--- src/logic/apcpe_pkg.sv ---
// Constants for the second audio port clock generation and path enables
// Assumes 16-bit registers reached over a plain strobe port
package apcpe_pkg;
  localparam logic [15:0] ADDR_PWR_TX   = 16'h0004;
  localparam logic [15:0] ADDR_PWR_RX   = 16'h0005;
  localparam logic [15:0] ADDR_PORT_CTL = 16'h0310;
  localparam logic [15:0] ADDR_MODE     = 16'h0312;
  localparam logic [15:0] ADDR_BCLK     = 16'h0313;
  localparam logic [15:0] ADDR_FRAME    = 16'h0315;
  localparam logic [15:0] ADDR_TX_SLOT  = 16'h0318;
  localparam logic [15:0] ADDR_STATUS   = 16'h0320;

  localparam int LEFT_PATH_BIT  = 13;
  localparam int RIGHT_PATH_BIT = 12;
  localparam int LEFT_SLOT_BIT  = 1;
  localparam int RIGHT_SLOT_BIT = 0;
  localparam int BCLK_INV_BIT   = 8;
  localparam int FMT_LSB        = 3;
  localparam int MASTER_BIT     = 14;
  localparam int DIV_LSB        = 4;
  localparam int FRAME_INV_BIT  = 12;
  localparam int FRAME_DIR_BIT  = 11;

  localparam logic [1:0]  PATH_RESET = 2'h0;
  localparam logic [1:0]  SLOT_RESET = 2'h3;
  localparam logic [1:0]  FMT_RESET  = 2'h2;
  localparam logic [1:0]  FMT_I2S    = 2'h2;
  localparam logic [1:0]  FMT_DSP    = 2'h3;
  localparam logic [4:0]  DIV_RESET  = 5'h04;
  localparam logic [4:0]  DIV_LAST   = 5'h15;
  localparam logic [10:0] RATE_RESET = 11'h040;
  localparam logic [10:0] RATE_MIN   = 11'h008;
  localparam int          RX_WORD_W  = 32;

  // Bit clock period in half core clock cycles for each divider code
  function automatic logic [8:0] bclk_half_ratio(input logic [4:0] sel);
    case (sel)
      5'h00: bclk_half_ratio = 9'h002;
      5'h01: bclk_half_ratio = 9'h003;
      5'h02: bclk_half_ratio = 9'h004;
      5'h03: bclk_half_ratio = 9'h006;
      5'h04: bclk_half_ratio = 9'h008;
      5'h05: bclk_half_ratio = 9'h00a;
      5'h06: bclk_half_ratio = 9'h00c;
      5'h07: bclk_half_ratio = 9'h010;
      5'h08: bclk_half_ratio = 9'h016;
      5'h09: bclk_half_ratio = 9'h018;
      5'h0a: bclk_half_ratio = 9'h020;
      5'h0b: bclk_half_ratio = 9'h02c;
      5'h0c: bclk_half_ratio = 9'h030;
      5'h0d: bclk_half_ratio = 9'h040;
      5'h0e: bclk_half_ratio = 9'h058;
      5'h0f: bclk_half_ratio = 9'h060;
      5'h10: bclk_half_ratio = 9'h080;
      5'h11: bclk_half_ratio = 9'h0b0;
      5'h12: bclk_half_ratio = 9'h0c0;
      5'h13: bclk_half_ratio = 9'h100;
      5'h14: bclk_half_ratio = 9'h160;
      default: bclk_half_ratio = 9'h180;
    endcase
  endfunction
endpackage

--- src/logic/apcpe_bclk_div.sv ---
// Bit clock divider: fractional accumulator on the core clock
// Assumes the divider code is never a reserved one
module apcpe_bclk_div (
  input  wire logic       clock,
  input  wire logic       resetn,
  input  wire logic       enable,
  input  wire logic [4:0] divider_sel,
  output logic            level,
  output logic            rise
);
  logic [8:0] ratio_q;
  logic [8:0] acc_q;
  logic [8:0] acc_sum;
  logic [8:0] acc_d;
  logic       wrap;

  always_comb begin
    acc_sum = 9'(acc_q + 9'h002);
    wrap    = acc_sum >= ratio_q;
    acc_d   = wrap ? 9'(acc_sum - ratio_q) : acc_sum;
  end

  // New ratio is taken every cycle while disabled, and while running only at a period boundary
  always_ff @(posedge clock or negedge resetn) begin
    if (!resetn) begin
      ratio_q <= 9'h008;
      acc_q   <= 9'h000;
      level   <= 1'b0;
      rise    <= 1'b0;
    end else if (!enable) begin
      ratio_q <= apcpe_pkg::bclk_half_ratio(divider_sel);
      acc_q   <= 9'h000;
      level   <= 1'b0;
      rise    <= 1'b0;
    end else begin
      if (wrap) begin
        ratio_q <= apcpe_pkg::bclk_half_ratio(divider_sel);
      end
      acc_q <= acc_d;
      level <= acc_d < (ratio_q >> 1);
      rise  <= wrap;
    end
  end
endmodule

--- src/logic/apcpe_frame_div.sv ---
// Frame clock divider counting bit clock ticks
// Assumes tick is a one-cycle pulse per bit clock period
module apcpe_frame_div (
  input  wire logic        clock,
  input  wire logic        resetn,
  input  wire logic        enable,
  input  wire logic        tick,
  input  wire logic        dsp,
  input  wire logic [10:0] rate,
  output logic             level,
  output logic             start
);
  logic [10:0] cnt_q;
  logic [10:0] ratio_q;
  logic [10:0] cnt_inc;
  logic [10:0] rate_ok;

  always_comb begin
    cnt_inc = 11'(cnt_q + 11'h001);
    rate_ok = (rate < apcpe_pkg::RATE_MIN) ? apcpe_pkg::RATE_MIN : rate;
  end

  always_ff @(posedge clock or negedge resetn) begin
    if (!resetn) begin
      cnt_q   <= 11'h000;
      ratio_q <= apcpe_pkg::RATE_RESET;
      level   <= 1'b0;
      start   <= 1'b0;
    end else if (!enable) begin
      cnt_q   <= 11'h000;
      ratio_q <= rate_ok;
      level   <= 1'b0;
      start   <= 1'b0;
    end else begin
      start <= 1'b0;
      if (tick) begin
        if (cnt_inc >= ratio_q) begin
          cnt_q   <= 11'h000;
          ratio_q <= rate_ok;
          start   <= 1'b1;
          level   <= 1'b1;
        end else begin
          cnt_q <= cnt_inc;
          level <= dsp ? 1'b0 : (cnt_inc < (ratio_q >> 1));
        end
      end
    end
  end
endmodule

--- src/logic/apcpe_port.sv ---
// Second audio port: path enables, bit and frame clock generation, rx capture
// Assumes synchronous pin inputs and a strobe register port, data one cycle late
//
// Overview of operation
// Left transmit path enable, power register four bit 13, reset 0.
// Right transmit path enable, power register four bit 12, reset 0.
// Left and right receive path enables, power register five bits 13, 12.
// Transmit-slot enables bits 1 and 0, reset 1, gate sending on this port.
// Cleared slot enables do not block routing to the third port.
// Bit clock is core clock divided by field 8:4, reset divide by four.
// Divider codes give ratios 1 to 192; codes 10110 and up are reserved.
// Frame clock is bit clock divided by 11-bit rate, reset 040h, 8 to 2047.
// One frame clock serves both directions, so both share one sample rate.
// Master mode drives the frame clock while any channel is enabled.
// Slave mode leaves frame pin undriven unless the direction bit forces it.
// Bit clock inversion bit 8 applies in master and slave modes.
// Slave receive data sampled on rising bit clock, falling when inverted.
// Non-DSP formats: frame bit 12 inverts frame clock polarity.
// DSP format: frame bit 12 picks mode A (second edge) or B (first edge).
// Master select bit: slave at 0, master at 1 generating both clocks.
// Format field bits 4:3 picks right, left, I2S or DSP (11).
// Divider ratios change only at a divided clock boundary.
module apcpe_port (
  input  wire logic        clock,
  input  wire logic        resetn,
  input  wire logic [15:0] reg_addr,
  input  wire logic [15:0] reg_wdata,
  input  wire logic        reg_wr,
  input  wire logic        reg_rd,
  output logic      [15:0] reg_rdata,
  input  wire logic        bclk_in,
  output logic             bclk_out,
  output logic             bclk_oe,
  input  wire logic        frame_in,
  output logic             frame_out,
  output logic             frame_oe,
  input  wire logic        rx_serial_data,
  output logic             left_tx_port_on,
  output logic             right_tx_port_on,
  output logic             left_tx_third_on,
  output logic             right_tx_third_on,
  output logic             left_rx_on,
  output logic             right_rx_on,
  output logic      [31:0] rx_data,
  output logic             rx_msb_strobe
);
  logic [1:0]  tx_path_q;
  logic [1:0]  rx_path_q;
  logic [1:0]  tx_slot_q;
  logic        bit_clock_invert_q;
  logic [1:0]  serial_format_sel_q;
  logic        master_select_q;
  logic [4:0]  bit_clock_divider_sel_q;
  logic        frame_clock_invert_q;
  logic        frame_clock_force_drive_q;
  logic [10:0] frame_clock_ratio_q;
  logic        bclk_in_q;
  logic        frame_in_q;
  logic        rxd_q;
  logic        bclk_prev_q;
  logic        frame_prev_q;
  logic        skip_q;
  logic        armed_q;
  logic        any_ch;
  logic        dsp;
  logic        bclk_drive;
  logic        frame_drive;
  logic        div_level;
  logic        div_rise;
  logic        frm_level;
  logic        frm_start;
  logic        bclk_true;
  logic        frame_true;
  logic        bit_tick;
  logic        frame_rise;
  logic        lead_skip;
  logic        wr_div;

  ////////////////////////////////////////////////////////////////////////////
  // Register writes

  always_ff @(posedge clock or negedge resetn) begin
    if (!resetn) begin
      tx_path_q <= apcpe_pkg::PATH_RESET;
      rx_path_q <= apcpe_pkg::PATH_RESET;
    end else if (reg_wr && reg_addr == apcpe_pkg::ADDR_PWR_TX) begin
      tx_path_q <= {reg_wdata[apcpe_pkg::LEFT_PATH_BIT],
                    reg_wdata[apcpe_pkg::RIGHT_PATH_BIT]};
    end else if (reg_wr && reg_addr == apcpe_pkg::ADDR_PWR_RX) begin
      rx_path_q <= {reg_wdata[apcpe_pkg::LEFT_PATH_BIT],
                    reg_wdata[apcpe_pkg::RIGHT_PATH_BIT]};
    end
  end

  always_ff @(posedge clock or negedge resetn) begin
    if (!resetn) begin
      tx_slot_q <= apcpe_pkg::SLOT_RESET;
    end else if (reg_wr && reg_addr == apcpe_pkg::ADDR_TX_SLOT) begin
      tx_slot_q <= {reg_wdata[apcpe_pkg::LEFT_SLOT_BIT],
                    reg_wdata[apcpe_pkg::RIGHT_SLOT_BIT]};
    end
  end

  always_ff @(posedge clock or negedge resetn) begin
    if (!resetn) begin
      bit_clock_invert_q  <= 1'b0;
      serial_format_sel_q <= apcpe_pkg::FMT_RESET;
      master_select_q     <= 1'b0;
    end else if (reg_wr && reg_addr == apcpe_pkg::ADDR_PORT_CTL) begin
      bit_clock_invert_q  <= reg_wdata[apcpe_pkg::BCLK_INV_BIT];
      serial_format_sel_q <= reg_wdata[apcpe_pkg::FMT_LSB +: 2];
    end else if (reg_wr && reg_addr == apcpe_pkg::ADDR_MODE) begin
      master_select_q <= reg_wdata[apcpe_pkg::MASTER_BIT];
    end
  end

  // Reserved divider codes are refused; the previous ratio stays
  assign wr_div = reg_wr && reg_addr == apcpe_pkg::ADDR_BCLK;

  always_ff @(posedge clock or negedge resetn) begin
    if (!resetn) begin
      bit_clock_divider_sel_q <= apcpe_pkg::DIV_RESET;
    end else if (wr_div && reg_wdata[apcpe_pkg::DIV_LSB +: 5] <= apcpe_pkg::DIV_LAST) begin
      bit_clock_divider_sel_q <= reg_wdata[apcpe_pkg::DIV_LSB +: 5];
    end
  end

  always_ff @(posedge clock or negedge resetn) begin
    if (!resetn) begin
      frame_clock_invert_q      <= 1'b0;
      frame_clock_force_drive_q <= 1'b0;
      frame_clock_ratio_q       <= apcpe_pkg::RATE_RESET;
    end else if (reg_wr && reg_addr == apcpe_pkg::ADDR_FRAME) begin
      frame_clock_invert_q      <= reg_wdata[apcpe_pkg::FRAME_INV_BIT];
      frame_clock_force_drive_q <= reg_wdata[apcpe_pkg::FRAME_DIR_BIT];
      frame_clock_ratio_q       <= reg_wdata[10:0];
    end
  end

  ////////////////////////////////////////////////////////////////////////////
  // Register reads

  always_ff @(posedge clock or negedge resetn) begin
    if (!resetn) begin
      reg_rdata <= 16'h0000;
    end else if (reg_rd) begin
      case (reg_addr)
        apcpe_pkg::ADDR_PWR_TX:   reg_rdata <= {2'h0, tx_path_q, 12'h000};
        apcpe_pkg::ADDR_PWR_RX:   reg_rdata <= {2'h0, rx_path_q, 12'h000};
        apcpe_pkg::ADDR_PORT_CTL: reg_rdata <= {7'h00, bit_clock_invert_q, 3'h0,
                                                serial_format_sel_q, 3'h0};
        apcpe_pkg::ADDR_MODE:     reg_rdata <= {1'b0, master_select_q, 14'h0000};
        apcpe_pkg::ADDR_BCLK:     reg_rdata <= {7'h00, bit_clock_divider_sel_q, 4'h0};
        apcpe_pkg::ADDR_FRAME:    reg_rdata <= {3'h0, frame_clock_invert_q,
                                                frame_clock_force_drive_q,
                                                frame_clock_ratio_q};
        apcpe_pkg::ADDR_TX_SLOT:  reg_rdata <= {14'h0000, tx_slot_q};
        apcpe_pkg::ADDR_STATUS:   reg_rdata <= {12'h000, armed_q, any_ch,
                                                frame_drive, bclk_drive};
        default:                  reg_rdata <= 16'h0000;
      endcase
    end else begin
      reg_rdata <= 16'h0000;
    end
  end

  ////////////////////////////////////////////////////////////////////////////
  // Path enables

  always_ff @(posedge clock or negedge resetn) begin
    if (!resetn) begin
      left_tx_port_on   <= 1'b0;
      right_tx_port_on  <= 1'b0;
      left_tx_third_on  <= 1'b0;
      right_tx_third_on <= 1'b0;
      left_rx_on        <= 1'b0;
      right_rx_on       <= 1'b0;
    end else begin
      left_tx_port_on   <= tx_path_q[1] && tx_slot_q[1];
      right_tx_port_on  <= tx_path_q[0] && tx_slot_q[0];
      left_tx_third_on  <= tx_path_q[1];
      right_tx_third_on <= tx_path_q[0];
      left_rx_on        <= rx_path_q[1];
      right_rx_on       <= rx_path_q[0];
    end
  end

  ////////////////////////////////////////////////////////////////////////////
  // Clock generation

  always_comb begin
    any_ch      = (|tx_path_q) || (|rx_path_q);
    dsp         = serial_format_sel_q == apcpe_pkg::FMT_DSP;
    bclk_drive  = master_select_q && any_ch;
    frame_drive = bclk_drive || frame_clock_force_drive_q;
  end

  apcpe_bclk_div u_bclk_div (
    .clock       (clock),
    .resetn      (resetn),
    .enable      (bclk_drive),
    .divider_sel (bit_clock_divider_sel_q),
    .level       (div_level),
    .rise        (div_rise)
  );

  // One frame divider for both directions keeps them at one rate
  apcpe_frame_div u_frame_div (
    .clock  (clock),
    .resetn (resetn),
    .enable (frame_drive),
    .tick   (bit_tick),
    .dsp    (dsp),
    .rate   (frame_clock_ratio_q),
    .level  (frm_level),
    .start  (frm_start)
  );

  always_ff @(posedge clock or negedge resetn) begin
    if (!resetn) begin
      bclk_oe   <= 1'b0;
      bclk_out  <= 1'b0;
      frame_oe  <= 1'b0;
      frame_out <= 1'b0;
    end else begin
      bclk_oe   <= bclk_drive;
      bclk_out  <= bclk_drive && (div_level ^ bit_clock_invert_q);
      frame_oe  <= frame_drive;
      frame_out <= frame_drive && (frm_level ^ (frame_clock_invert_q && !dsp));
    end
  end

  ////////////////////////////////////////////////////////////////////////////
  // Receive capture

  always_ff @(posedge clock or negedge resetn) begin
    if (!resetn) begin
      bclk_in_q    <= 1'b0;
      frame_in_q   <= 1'b0;
      rxd_q        <= 1'b0;
      bclk_prev_q  <= 1'b0;
      frame_prev_q <= 1'b0;
    end else begin
      bclk_in_q    <= bclk_in;
      frame_in_q   <= frame_in;
      rxd_q        <= rx_serial_data;
      bclk_prev_q  <= bclk_true;
      frame_prev_q <= frame_true;
    end
  end

  always_comb begin
    bclk_true  = master_select_q ? div_level : (bclk_in_q ^ bit_clock_invert_q);
    bit_tick   = master_select_q ? div_rise : (bclk_true && !bclk_prev_q);
    frame_true = frame_drive ? frm_level :
                 (frame_in_q ^ (frame_clock_invert_q && !dsp));
    frame_rise = frame_true && !frame_prev_q;
    lead_skip  = dsp ? !frame_clock_invert_q :
                 (serial_format_sel_q == apcpe_pkg::FMT_I2S);
  end

  always_ff @(posedge clock or negedge resetn) begin
    if (!resetn) begin
      skip_q        <= 1'b0;
      armed_q       <= 1'b0;
      rx_data       <= 32'h00000000;
      rx_msb_strobe <= 1'b0;
    end else begin
      rx_msb_strobe <= 1'b0;
      if (frame_rise) begin
        skip_q  <= lead_skip;
        armed_q <= |rx_path_q;
      end else if (bit_tick && skip_q) begin
        skip_q <= 1'b0;
      end else if (bit_tick) begin
        rx_data <= {rx_data[30:0], rxd_q};
        if (armed_q) begin
          rx_msb_strobe <= 1'b1;
          armed_q       <= 1'b0;
        end
      end
    end
  end
endmodule

--- config.mk ---
export PLATFORM = sky130hd
export DESIGN_NAME = apcpe_port
export DESIGN_NICKNAME = d
export VERILOG_FILES = /design/src/logic/apcpe_pkg.sv /design/src/logic/apcpe_bclk_div.sv /design/src/logic/apcpe_frame_div.sv /design/src/logic/apcpe_port.sv
export SDC_FILE = /design/constraint.sdc
export NUM_CORES = 1
export LEC_CHECK = 0
export BUFFER_PORTS_ARGS = -buffer_cell sky130_fd_sc_hd__buf_2
export CAP_MARGIN = 0
export CORE_MARGIN = 8
export CORE_UTILIZATION = 36
export DETAILED_ROUTE_END_ITERATION = 16
export SETUP_SLACK_MARGIN = 0.2
export SYNTH_ARGS = -nofsm -noshare
export SYNTH_HDL_FRONTEND = slang
export SYNTH_SLANG_ARGS = --single-unit
--- constraint.sdc ---
create_clock -name clock -period 5.8 [get_ports clock]
set_input_delay 1.16 -clock clock [delete_from_list [all_inputs] [get_ports clock]]
set_output_delay 1.16 -clock clock [all_outputs]
set_load 0.005 [all_outputs]
==> results_dict.tcl <==
set metrics [dict create \
    cpMostUsedCell "ha_1" \
    cp_cell_sequence "ha_1 -> xor2_1 -> ha_1 -> a21o_1 -> and2_1 -> o31ai_1 -> nand2_1 -> o211ai_1 -> nand2_1 -> ha_1 -> a21o_1 -> a211oi_1 -> nand4b_1 -> nor3b_1 -> o21a_1" \
    final_cell_area_um2 8520 \
    syn_area_um2 7200 \
    synth_seq_area_share_pct 47.4 \
    maxClockFrequency_mhz 226 \
    rows 51 \
    setup_ws_ps 1370 \
    synth_cells 644 \
    vdd_ir_drop_max_mv 0.184 \
    synth_edf_count 0 \
    setup_viol 0 \
    skew_ps 8.85 \
    tns_ps 0 \
    arrival_ps 4790 \
    core_um2 19500 \
    clkTransAtPathRegs_ps 60 \
    initial_core_util_pct 36.9 \
    ff_latch_area_um2 3410 \
    ys_top_cells_by_count "129 x dfrtp_1, 45 x mux2_2, 45 x nand2_1" \
    track_usage_pct 14.3 \
    die_w_um 157 \
    slew_headroom_pct 25.6 \
    numCtsBuffers 17 \
    slew_viol_final 0 \
    power_density_nw_per_um2 262 \
    cp_slowest_cell "o31ai_1" \
    wl_per_cell_um 16.6 \
    cts_tree "yes" \
    place_area_um2 7950 \
    hold_viol_final 0 \
    period_share_pct 76.4 \
    port_buffers 95 \
    syn_nets 728 \
    multi_input_area_um2 3540 \
    finalCriticalPeriod_ps 4430 \
    final_nets 827 \
    cts.sinks 136 \
    syn_to_final_growth_pct 18.2 \
    synthTopCellsByArea "dfrtp_1 45%, ha_1 7.6%, mux2_2 7.0%" \
    drtIter0Drc 231 \
    post-cts-setup-buffers 0 \
    io_pins 98 \
    grt_pass1_vias 5294 \
    synth_flop_cell "dfrtp_1" \
    drive_gt1_share_pct 29.8 \
    synth.distinct_cells 68 \
    synth.largest_area_cell "dfrtp_1" \
    vias_per_cell 5.05 \
    routabilityCongestion 0.862 \
    async_flop_share_pct 100 \
    vias 5159 \
    ctsResizeCount 0 \
    htreeDepth 4 \
    critPathMaxFanout 11 \
    ctsHoldBuffers 0 \
    yosysMostFrequentCell "dfrtp_1" \
    insertedDiodeCount 0 \
    clk_latency_ps 420 \
    die_h_um 157 \
    dp.final_hpwl_um 12400 \
    cts.path.max_buffers 2 \
    antenna_found_initial 0 \
    outcome "finished, final reports clean" \
    routed_wirelength_um 16900 \
    worstSetupPathType "flip-flop to flip-flop" \
    root_buffer "clkbuf_16" \
    ys_warn_count 0 \
    antenna_left 0 \
    preCtsSetupSlack_ps 1560 \
    grt-ovfl-total 0 \
    synth_area_per_cell_um2 11.2 \
    drv_cap 0 \
    nFillCells 1887 \
    cpPeakStageDelay_ps 670 \
    drc 0 \
    synth_top_area_share_pct 44.8 \
    end_kind "flip-flop" \
    grt_setup_unrepaired "false" \
    grt_max_degree 90 \
    drt-pass1-iter-count 5 \
    min_path_type "flip-flop to flip-flop" \
    required_ps 6160 \
    yosys_register_bits 136 \
    die_area_um2 24800 \
    worst_slew_pin_slew_ps 1110 \
    cellLeakagePower_nw 4.13 \
    grt_pass1_wl_um 27800 \
    cp-start-kind "flip-flop" \
]
worst paths after layout:
path / start / end / slack [ps] / depth (start not counted)
min in group asynchronous: resetn / u_frame_div.ratio_q[1] / 820 / 1
hold reg to reg: tx_path_q[0] / right_tx_third_on / 470 / 0
max in group asynchronous: resetn / rx_data[15] / 3830 / 2
setup reg to reg: u_bclk_div.acc_q[1] / u_bclk_div.level / 1370 / 15
hold / removal: tx_path_q[0] / right_tx_third_on / 470 / 0
setup / recovery: u_bclk_div.acc_q[1] / u_bclk_div.level / 1370 / 15
cells by family after synthesis:
kind of cell / after synthesis / synth area share, %
adder cells (fa/ha/maj): 45 / 7.92
AO/OA/AOI/OAI: 123 / 11.3
buffers and inverters: 58 / 3.51
XOR/XNOR: 21 / 2.55
flip-flops: 136 / 47.4
AND/OR/NAND/NOR: 173 / 12.5
multiplexers: 87 / 14.9
other: 1 / 0.0521
per-stage QoR:
| step | hold WS (ps) | utilization [%] | power [W] | instances |
|---|---|---|---|---|
| finish | 466 | 43.6 | 0.00223 | 1021 |
| global route | 488 | 43.6 | 0.00232 | 1021 |
| CTS | 472 | 43.6 | 0.00227 | 1021 |
| detailed placement | 458 | 40.7 | 0.00122 | 989 |
| global placement | 461 | 40.7 | 0.00122 | 989 |
| floorplan | 403 | - | 0.00112 | 644 |
per-layer routing:
layer | global-route usage (%) | vias to the layer above | routed length [µm]
li1 | - | 2510 | -
met1 | 19.2 | 2501 | 8170
met2 | 22.2 | 131 | 7570
met3 | 3.67 | 17 | 934
met4 | 4.58 | 0 | 228
met5 | 0 | - | 0
worst max-delay path, delay by kind of cell, from the launching register on:
family / cells / cell delay [ps]
xor gates and xnor gates: 1 / 200
DFF: 1 / 460
AOI/OAI and AO/OA: 6 / 1750
and+or+nand+nor: 5 / 1090
adders and majority gates: 3 / 880
layout by cell type, fill, tap and decap left out, drive strengths merged, types with 7 or more instances in the layout:
master,Yosys,final
nand2,46,46
inv,36,39
o211ai,8,8
mux2,74,74
o21a,10,10
nor4,7,7
mux2i,13,13
nor3,7,7
buf,9,101
a21oi,32,32
clkbuf,12,19
nand3,18,18
o21ai,28,28
ha,44,44
and2,11,11
dfrtp,129,129
dfstp,7,7
and3,7,7
xor2,7,7
nor2,41,41
xnor2,14,14
final cells by class:
type / instances / share of cell area [%]
Clock buffer: 19 / 5.20
Timing Repair Buffer: 101 / 6.19
Clock inverter: 13 / 1.43
Tap cell: 265 / 3.89
Sequential cell: 136 / 40.1
Multi-Input combinational cell: 450 / 41.6
Inverter: 37 / 1.66
sequential cells by signal, summed over array words and instances (netlist names), 2 cells and up:
signal,flops
serial_format_sel_q,2
tx_slot_q,2
rx_data,32
bit_clock_divider_sel_q,5
u_bclk_div.acc_q,9
rx_path_q,2
u_frame_div.ratio_q,11
reg_rdata,15
frame_clock_ratio_q,11
u_bclk_div.ratio_q,9
u_frame_div.cnt_q,11
tx_path_q,2
report_power, final:
group          internal (W)  switching, W
Sequential         0.000992     0.0000355
Combinational     0.0000944     0.0000743
Clock              0.000604      0.000433
(Power assumes the default switching activity.)
